--- config.mk ---
export PLATFORM = sky130hd
export DESIGN_NAME = port_gate_ctrl
export DESIGN_NICKNAME = d
export VERILOG_FILES = /design/src/shared/port_gate_pkg.sv /design/src/design/port_fault_check.sv /design/src/design/port_gate_ctrl.sv
export VERILOG_INCLUDE_DIRS = /design/src /design/src/shared
export SDC_FILE = /design/constraint.sdc
export NUM_CORES = 1
export LEC_CHECK = 0
export ABC_AREA = 0
export BUFFER_PORTS_ARGS = -buffer_cell sky130_fd_sc_hd__buf_2
export CAP_MARGIN = 20
export CORE_MARGIN = 1
export CORE_UTILIZATION = 49
export CTS_CLUSTER_DIAMETER = 100
export CTS_CLUSTER_SIZE = 14
export DETAILED_ROUTE_END_ITERATION = 12
export PLACE_DENSITY = 0.8
export SYNTH_ARGS = -nofsm -noshare
export SYNTH_HDL_FRONTEND = slang
export SYNTH_SLANG_ARGS = --single-unit
--- constraint.sdc ---
create_clock -name pclk -period 1.8 [get_ports pclk]
set_input_delay 0.27 -clock pclk [delete_from_list [all_inputs] [get_ports pclk]]
set_output_delay 0.27 -clock pclk [all_outputs]
set_load 0.005 [all_outputs]
--- src/shared/port_gate_regs.svh ---
`ifndef PORT_GATE_REGS_SVH
`define PORT_GATE_REGS_SVH

// ----------------------------------------
// Register byte offsets
// ----------------------------------------
`define RUN_CLOCK_CONFIG_OFF 12'h060
`define RUN_PORT_GATE_OFF 12'h108
`define SLEEP_PORT_GATE_OFF 12'h118
`define DEEP_PORT_GATE_OFF 12'h128
`define INT_STATUS_OFF 12'h200
`define INT_MASK_OFF 12'h204

// ----------------------------------------
// Field positions and widths
// ----------------------------------------
`define PORT_COUNT 8
`define AUTO_CLOCK_GATING_BIT 27
`define INT_BUS_FAULT_BIT 0
`define INT_POWER_CHANGE_BIT 1
`define INT_WIDTH 2

// ----------------------------------------
// Reset values
// ----------------------------------------
`define PORT_GATE_RESET 8'h00
`define RUN_CLOCK_CONFIG_RESET 1'b0
`define INT_RESET 2'h0
`define WORD_ZERO 32'h0000_0000

`endif

--- src/shared/port_gate_pkg.sv ---
package port_gate_pkg;

   typedef enum logic [1:0] {
      PS_RUN,
      PS_SLEEP,
      PS_DEEP
   } power_state_e;

   typedef logic [7:0] port_mask_t;

endpackage

--- src/design/port_fault_check.sv ---
`timescale 1ns/1ps
`include "port_gate_regs.svh"

module port_fault_check
   import port_gate_pkg::*;
(
   input wire logic pclk, // System clock.
   input wire logic presetn, // Asynchronous reset, active low.
   input wire logic acc_valid, // A port access is presented this cycle.
   input wire logic [2:0] acc_port, // Port index of that access.
   input wire port_mask_t gate_en, // Current port clock enables.
   output logic fault_pulse, // One-cycle bus fault answer.
   output logic [2:0] fault_port // Port that caused the last fault.
);

   logic fault_next;
   logic [2:0] fault_port_next;

   // An access to a stopped port cannot complete, so it is answered with a fault.
   always_comb begin
      fault_next = acc_valid && !gate_en[acc_port];
      fault_port_next = fault_port;
      if (fault_next) begin
         fault_port_next = acc_port;
      end
   end

   always_ff @(posedge pclk or negedge presetn) begin
      if (!presetn) begin
         fault_pulse <= 1'b0;
         fault_port <= 3'h0;
      end else begin
         fault_pulse <= fault_next;
         fault_port <= fault_port_next;
      end
   end

endmodule

--- src/design/port_gate_ctrl.sv ---
// Register access over APB was chosen for this implementation.
`timescale 1ns/1ps
`include "port_gate_regs.svh"

module port_gate_ctrl
   import port_gate_pkg::*;
(
   input wire logic pclk, // System clock, 50 MHz.
   input wire logic presetn, // Asynchronous reset, active low.
   input wire logic psel, // APB select.
   input wire logic penable, // APB enable.
   input wire logic pwrite, // APB direction, high for write.
   input wire logic [11:0] paddr, // APB byte address.
   input wire logic [31:0] pwdata, // APB write data.
   output logic [31:0] prdata, // APB read data.
   output logic pready, // APB ready.
   output logic pslverr, // APB error for unmapped address.
   input wire logic sleep_active, // Core is in sleep.
   input wire logic deep_sleep_active, // Core is in deep sleep.
   input wire logic port_acc_valid, // Bus access to a port this cycle.
   input wire logic [2:0] port_acc_sel, // Index of the accessed port.
   output port_mask_t port_clk_en, // Clock enable per port.
   output logic bus_fault, // Fault answer for a port access.
   output logic [2:0] fault_port, // Port of the last fault.
   output logic irq // Level interrupt.
);

   // ----------------------------------------
   // State
   // ----------------------------------------
   port_mask_t run_gate_reg, run_gate_next;
   port_mask_t sleep_gate_reg, sleep_gate_next;
   port_mask_t deep_gate_reg, deep_gate_next;
   logic auto_gate_reg, auto_gate_next;
   logic [`INT_WIDTH-1:0] int_status_reg, int_status_next;
   logic [`INT_WIDTH-1:0] int_mask_reg, int_mask_next;
   power_state_e power_state_reg, power_state_next;
   port_mask_t clk_en_reg, clk_en_next;
   logic [31:0] prdata_reg, prdata_next;
   logic pready_reg, pready_next;
   logic pslverr_reg, pslverr_next;
   logic irq_reg, irq_next;
   logic [11:0] addr_word;
   logic addr_hit;
   logic wr_take;
   logic [`INT_WIDTH-1:0] int_events;
   logic fault_pulse;
   port_mask_t sel_gate;

   assign prdata = prdata_reg;
   assign pready = pready_reg;
   assign pslverr = pslverr_reg;
   assign port_clk_en = clk_en_reg;
   assign irq = irq_reg;
   assign bus_fault = fault_pulse;
   assign addr_word = {paddr[11:2], 2'b00};

   // ----------------------------------------
   // APB slave
   // ----------------------------------------
   // Ready is registered from the setup cycle, so every transfer has exactly one
   // access cycle; this keeps all bus outputs coming from flip-flops.
   always_comb begin
      addr_hit = 1'b0;
      prdata_next = `WORD_ZERO;
      case (addr_word)
         `RUN_CLOCK_CONFIG_OFF: begin
            addr_hit = 1'b1;
            prdata_next[`AUTO_CLOCK_GATING_BIT] = auto_gate_reg;
         end
         `RUN_PORT_GATE_OFF: begin
            addr_hit = 1'b1;
            prdata_next[7:0] = run_gate_reg;
         end
         `SLEEP_PORT_GATE_OFF: begin
            addr_hit = 1'b1;
            prdata_next[7:0] = sleep_gate_reg;
         end
         `DEEP_PORT_GATE_OFF: begin
            addr_hit = 1'b1;
            prdata_next[7:0] = deep_gate_reg;
         end
         `INT_STATUS_OFF: begin
            addr_hit = 1'b1;
            prdata_next[`INT_WIDTH-1:0] = int_status_reg;
         end
         `INT_MASK_OFF: begin
            addr_hit = 1'b1;
            prdata_next[`INT_WIDTH-1:0] = int_mask_reg;
         end
         default: begin
            addr_hit = 1'b0;
         end
      endcase
      pready_next = psel && !penable;
      pslverr_next = psel && !penable && !addr_hit;
      if (!(psel && !penable) || pwrite) begin
         prdata_next = `WORD_ZERO;
      end
      wr_take = psel && penable && pready_reg && pwrite && addr_hit;
   end

   // ----------------------------------------
   // Register writes
   // ----------------------------------------
   always_comb begin
      run_gate_next = run_gate_reg;
      sleep_gate_next = sleep_gate_reg;
      deep_gate_next = deep_gate_reg;
      auto_gate_next = auto_gate_reg;
      int_mask_next = int_mask_reg;
      int_status_next = int_status_reg;
      if (wr_take) begin
         case (addr_word)
            `RUN_CLOCK_CONFIG_OFF: begin
               auto_gate_next = pwdata[`AUTO_CLOCK_GATING_BIT];
            end
            `RUN_PORT_GATE_OFF: begin
               run_gate_next = pwdata[7:0];
            end
            `SLEEP_PORT_GATE_OFF: begin
               sleep_gate_next = pwdata[7:0];
            end
            `DEEP_PORT_GATE_OFF: begin
               deep_gate_next = pwdata[7:0];
            end
            `INT_STATUS_OFF: begin
               int_status_next = int_status_reg & ~pwdata[`INT_WIDTH-1:0];
            end
            `INT_MASK_OFF: begin
               int_mask_next = pwdata[`INT_WIDTH-1:0];
            end
            default: begin
               int_mask_next = int_mask_reg;
            end
         endcase
      end
      // A new event in the same cycle as its clear keeps the bit set.
      int_status_next = int_status_next | int_events;
      irq_next = |(int_status_next & int_mask_next);
   end

   // ----------------------------------------
   // Power state and port clock selection
   // ----------------------------------------
   always_comb begin
      case ({deep_sleep_active, sleep_active})
         2'b10, 2'b11: power_state_next = PS_DEEP;
         2'b01: power_state_next = PS_SLEEP;
         default: power_state_next = PS_RUN;
      endcase
      int_events = '0;
      int_events[`INT_BUS_FAULT_BIT] = fault_pulse;
      int_events[`INT_POWER_CHANGE_BIT] = power_state_next != power_state_reg;
   end

   genvar gi;
   generate
      for (gi = 0; gi < `PORT_COUNT; gi++) begin : g_port
         // Without auto gating the run register governs every state.
         always_comb begin
            sel_gate[gi] = run_gate_reg[gi];
            if (auto_gate_reg) begin
               case (power_state_reg)
                  PS_DEEP: sel_gate[gi] = deep_gate_reg[gi];
                  PS_SLEEP: sel_gate[gi] = sleep_gate_reg[gi];
                  default: sel_gate[gi] = run_gate_reg[gi];
               endcase
            end
            clk_en_next[gi] = sel_gate[gi];
         end
      end
   endgenerate

   // ----------------------------------------
   // Registers
   // ----------------------------------------
   always_ff @(posedge pclk or negedge presetn) begin
      if (!presetn) begin
         run_gate_reg <= `PORT_GATE_RESET;
         sleep_gate_reg <= `PORT_GATE_RESET;
         deep_gate_reg <= `PORT_GATE_RESET;
         auto_gate_reg <= `RUN_CLOCK_CONFIG_RESET;
         int_status_reg <= `INT_RESET;
         int_mask_reg <= `INT_RESET;
         power_state_reg <= PS_RUN;
         clk_en_reg <= `PORT_GATE_RESET;
         prdata_reg <= `WORD_ZERO;
         pready_reg <= 1'b0;
         pslverr_reg <= 1'b0;
         irq_reg <= 1'b0;
      end else begin
         run_gate_reg <= run_gate_next;
         sleep_gate_reg <= sleep_gate_next;
         deep_gate_reg <= deep_gate_next;
         auto_gate_reg <= auto_gate_next;
         int_status_reg <= int_status_next;
         int_mask_reg <= int_mask_next;
         power_state_reg <= power_state_next;
         clk_en_reg <= clk_en_next;
         prdata_reg <= prdata_next;
         pready_reg <= pready_next;
         pslverr_reg <= pslverr_next;
         irq_reg <= irq_next;
      end
   end

   // ----------------------------------------
   // Fault answer for gated ports
   // ----------------------------------------
   // The check uses the enables already driven to the ports, so a port is
   // faulted for exactly as long as its clock is really stopped.
   port_fault_check u_fault (
      .pclk(pclk),
      .presetn(presetn),
      .acc_valid(port_acc_valid),
      .acc_port(port_acc_sel),
      .gate_en(clk_en_reg),
      .fault_pulse(fault_pulse),
      .fault_port(fault_port)
   );
endmodule

==> results.json <==
{
  "cpPeakStageDelay_ps": 480,
  "start_util": 0.5186,
  "final_util": 0.6130,
  "fin_skew_ps": 9.501,
  "antenna_cells": 0,
  "crit_chain": "mux4_2 > o22ai_1 > mux2_2",
  "rows": 26,
  "powerDensity_mw_per_mm2": 678.6,
  "clkSinkCount": 55,
  "cts_tree": "built",
  "post_drt_wl_per_cell_um": 14.93,
  "tns_ps": 0,
  "die-area_sq_mm": 0.005845,
  "whs_path_depth": 1,
  "fillers": 452,
  "final_common_cell": "dfrtp_1",
  "hold_viol": 0,
  "cts-root-buf": "clkbuf_8",
  "synth_cell_type_count": 46,
  "clk_latency_ps": 320,
  "rr_worst_depth": 3,
  "place_area_sq_mm": 0.003104,
  "yosysSeqAreaShare": 0.5067,
  "post-route-min-period_ps": 1740,
  "core_area_sq_mm": 0.005238,
  "reg2reg_slack_ps": 60,
  "portBuffers": 53,
  "syn-cell-area_sq_mm": 0.002716,
  "holdWs_ps": 127.3,
  "status": "complete, no violations",
  "dr.pass1.iters": 4,
  "grtUsageTotal": 0.2006,
  "maxSlewHeadroom": 0.6469,
  "synth_top_area_share": 0.5067,
  "ys_seq_elements": 55,
  "final-setup-viol-count": 0,
  "design_area_sq_mm": 0.003211,
  "worstPathArrival_ps": 1940,
  "peakVddDrop_mv": 0.4365,
  "grt_first_pass_wirelength_um": 9004,
  "finalMaxSlewViolations": 0,
  "viasPerCell": 5.255,
  "cts_resized": 0,
  "crit_buf_inv": 0,
  "die_width_um": 76.46,
  "rsz0062_at_grt": "no",
  "wirelength_um": 5615,
  "synth.largest_area_cell": "dfrtp_1",
  "tightest_slew_ps": 529.7,
  "critPathMaxFanout": 3,
  "htree_levels": 2,
  "antenna_left": 0,
  "startpoint_type": "register",
  "grt_max_degree": 34,
  "cap_viol_max_count": 0,
  "min_path_type": "in -> reg",
  "numCtsBuffers": 5,
  "die_h_um": 76.46,
  "path_clk_slew_ps": 110,
  "finalCritPeriodShare": 0.9667,
  "grt_pass1_vias": 1830,
  "largest_reg_flops": 9,
  "layout_common_cells": "dfrtp_1 (55), buf_2 (53), mux2_2 (32)",
  "synth_cells": 235,
  "worst-path-stages": 3,
  "cts.path.max_buffers": 2,
  "antenna_found_initial": 0,
  "place_congestion": 0.8314,
  "fmax_mhz": 574.7,
  "boundaryPins": 102,
  "grt_overflow_total": 0,
  "cp_slowest_cell": "mux4_2",
  "critPathTopFamily": "multiplexers",
  "syn2layout_area_growth_pct": 18.19,
  "end_kind": "register",
  "synthTopCellsByArea": "dfrtp_1 (51%), mux2_2 (13%), buf_4 (6.4%), nor2_1 (2.5%), mux2i_1 (2.2%)",
  "yosysWarnings": 0,
  "layout.nets": 362,
  "critical_path_class": "reg -> reg",
  "p_total_uw": 2179,
  "hpwl_um": 4119,
  "leakagePower_uw": 0.001594,
  "critPathRequiredTime_ps": 2000,
  "drt_iter0_drc": 116,
  "vias": 1976,
  "post-route-drc-count": 0,
  "avgSynthCellArea_sq_um": 11.56,
  "drive_above_1_share": 0.3856
}
cells in the mapped netlist, drive strengths merged:
library cell  number
nand3              2
nor4b              2
nand4              1
nand2b             4
a21boi             1
ha                 2
nor4               5
mux2i              6
or3b               1
nand4b             1
nor2b              4
o22ai              1
dfrtp             55
nor3               3
and4               1
nand2             14
a211o              1
a31oi              1
or4b               1
mux2              33
o21ai              8
nor2              18
mux4               2
a311oi             1
or4                1
a21oi              9
clkbuf             5
a22oi              8
a22o               1
o22a               1
inv                5
nor4bb             1
o31ai              1
or3                2
or4bb              1
a222oi             2
conb               1
buf               27
nor3b              1
nand4bb            1
timing repair:
action | 4_1_cts | 5_1_grt
hold endpoints to repair | 22 | 0
hold buffers | 1 | 0
setup buffers | 0 | 0
path summary, 6_finish.rpt:
| kind | start | to |
|---|---|---|
| max | port_clk_en[3] | u_fault.fault_port[0] |
| min reg2reg | u_fault.fault_port[1] | u_fault.fault_port[1] |
| max reg2reg | port_clk_en[3] | u_fault.fault_port[0] |
| max in group asynchronous | presetn | pslverr |
| min | deep_sleep_active | power_state_reg[1] |
| min in group asynchronous | presetn | run_gate_reg[2] |
stage by stage:
stage,setup WS [ps],instances
finish,60.02,376
global placement,-191.2,367
floorplan,-101.4,257
detailed placement,-191.2,367
global route,2.903,376
CTS,60.35,376
power breakdown:
group | switching [uW] | leakage [uW] | internal [uW]
Sequential | 11.4 | 0.000744 | 1250
Combinational | 118 | 0.000804 | 87.5
Clock | 423 | 0.0000467 | 289
cell families (layout without fill, tap and decap cells):
kind of cell,Yosys count,count (layout),synth area share
and+or+nand+nor,64,64,0.1373
DFF,55,55,0.5067
adders and majority gates,2,2,0.009211
other,1,23,0.001381
buffers and inverters,37,86,0.08614
AOI/OAI and AO/OA,35,35,0.08384
muxes,41,41,0.1755
layout make-up:
| cell class | count | area, sq um | share of cell area |
|---|---|---|---|
| flip-flops and latches | 55 | 1376 | 0.4287 |
| multi-input cells | 165 | 1189 | 0.3702 |
| repair buffers | 73 | 442.9 | 0.1380 |
| well taps | 70 | 87.58 | 0.02728 |
| clock buffers | 5 | 68.82 | 0.02143 |
| clock inverters | 3 | 27.53 | 0.008574 |
| inverters | 5 | 18.77 | 0.005846 |
per-layer routing:
layer  track usage  wire (um)
met4       0.05769         66
met2        0.3324       2783
met1        0.2652       2536
met3       0.04311        228
met5             0          0
worst register-to-register path, stage by stage (launching register included):
cell and delay [ps]:
dfrtp_1 410, mux4_2 480, o22ai_1 350, mux2_2 380
Note: power is estimated with default switching activity, not from simulation.
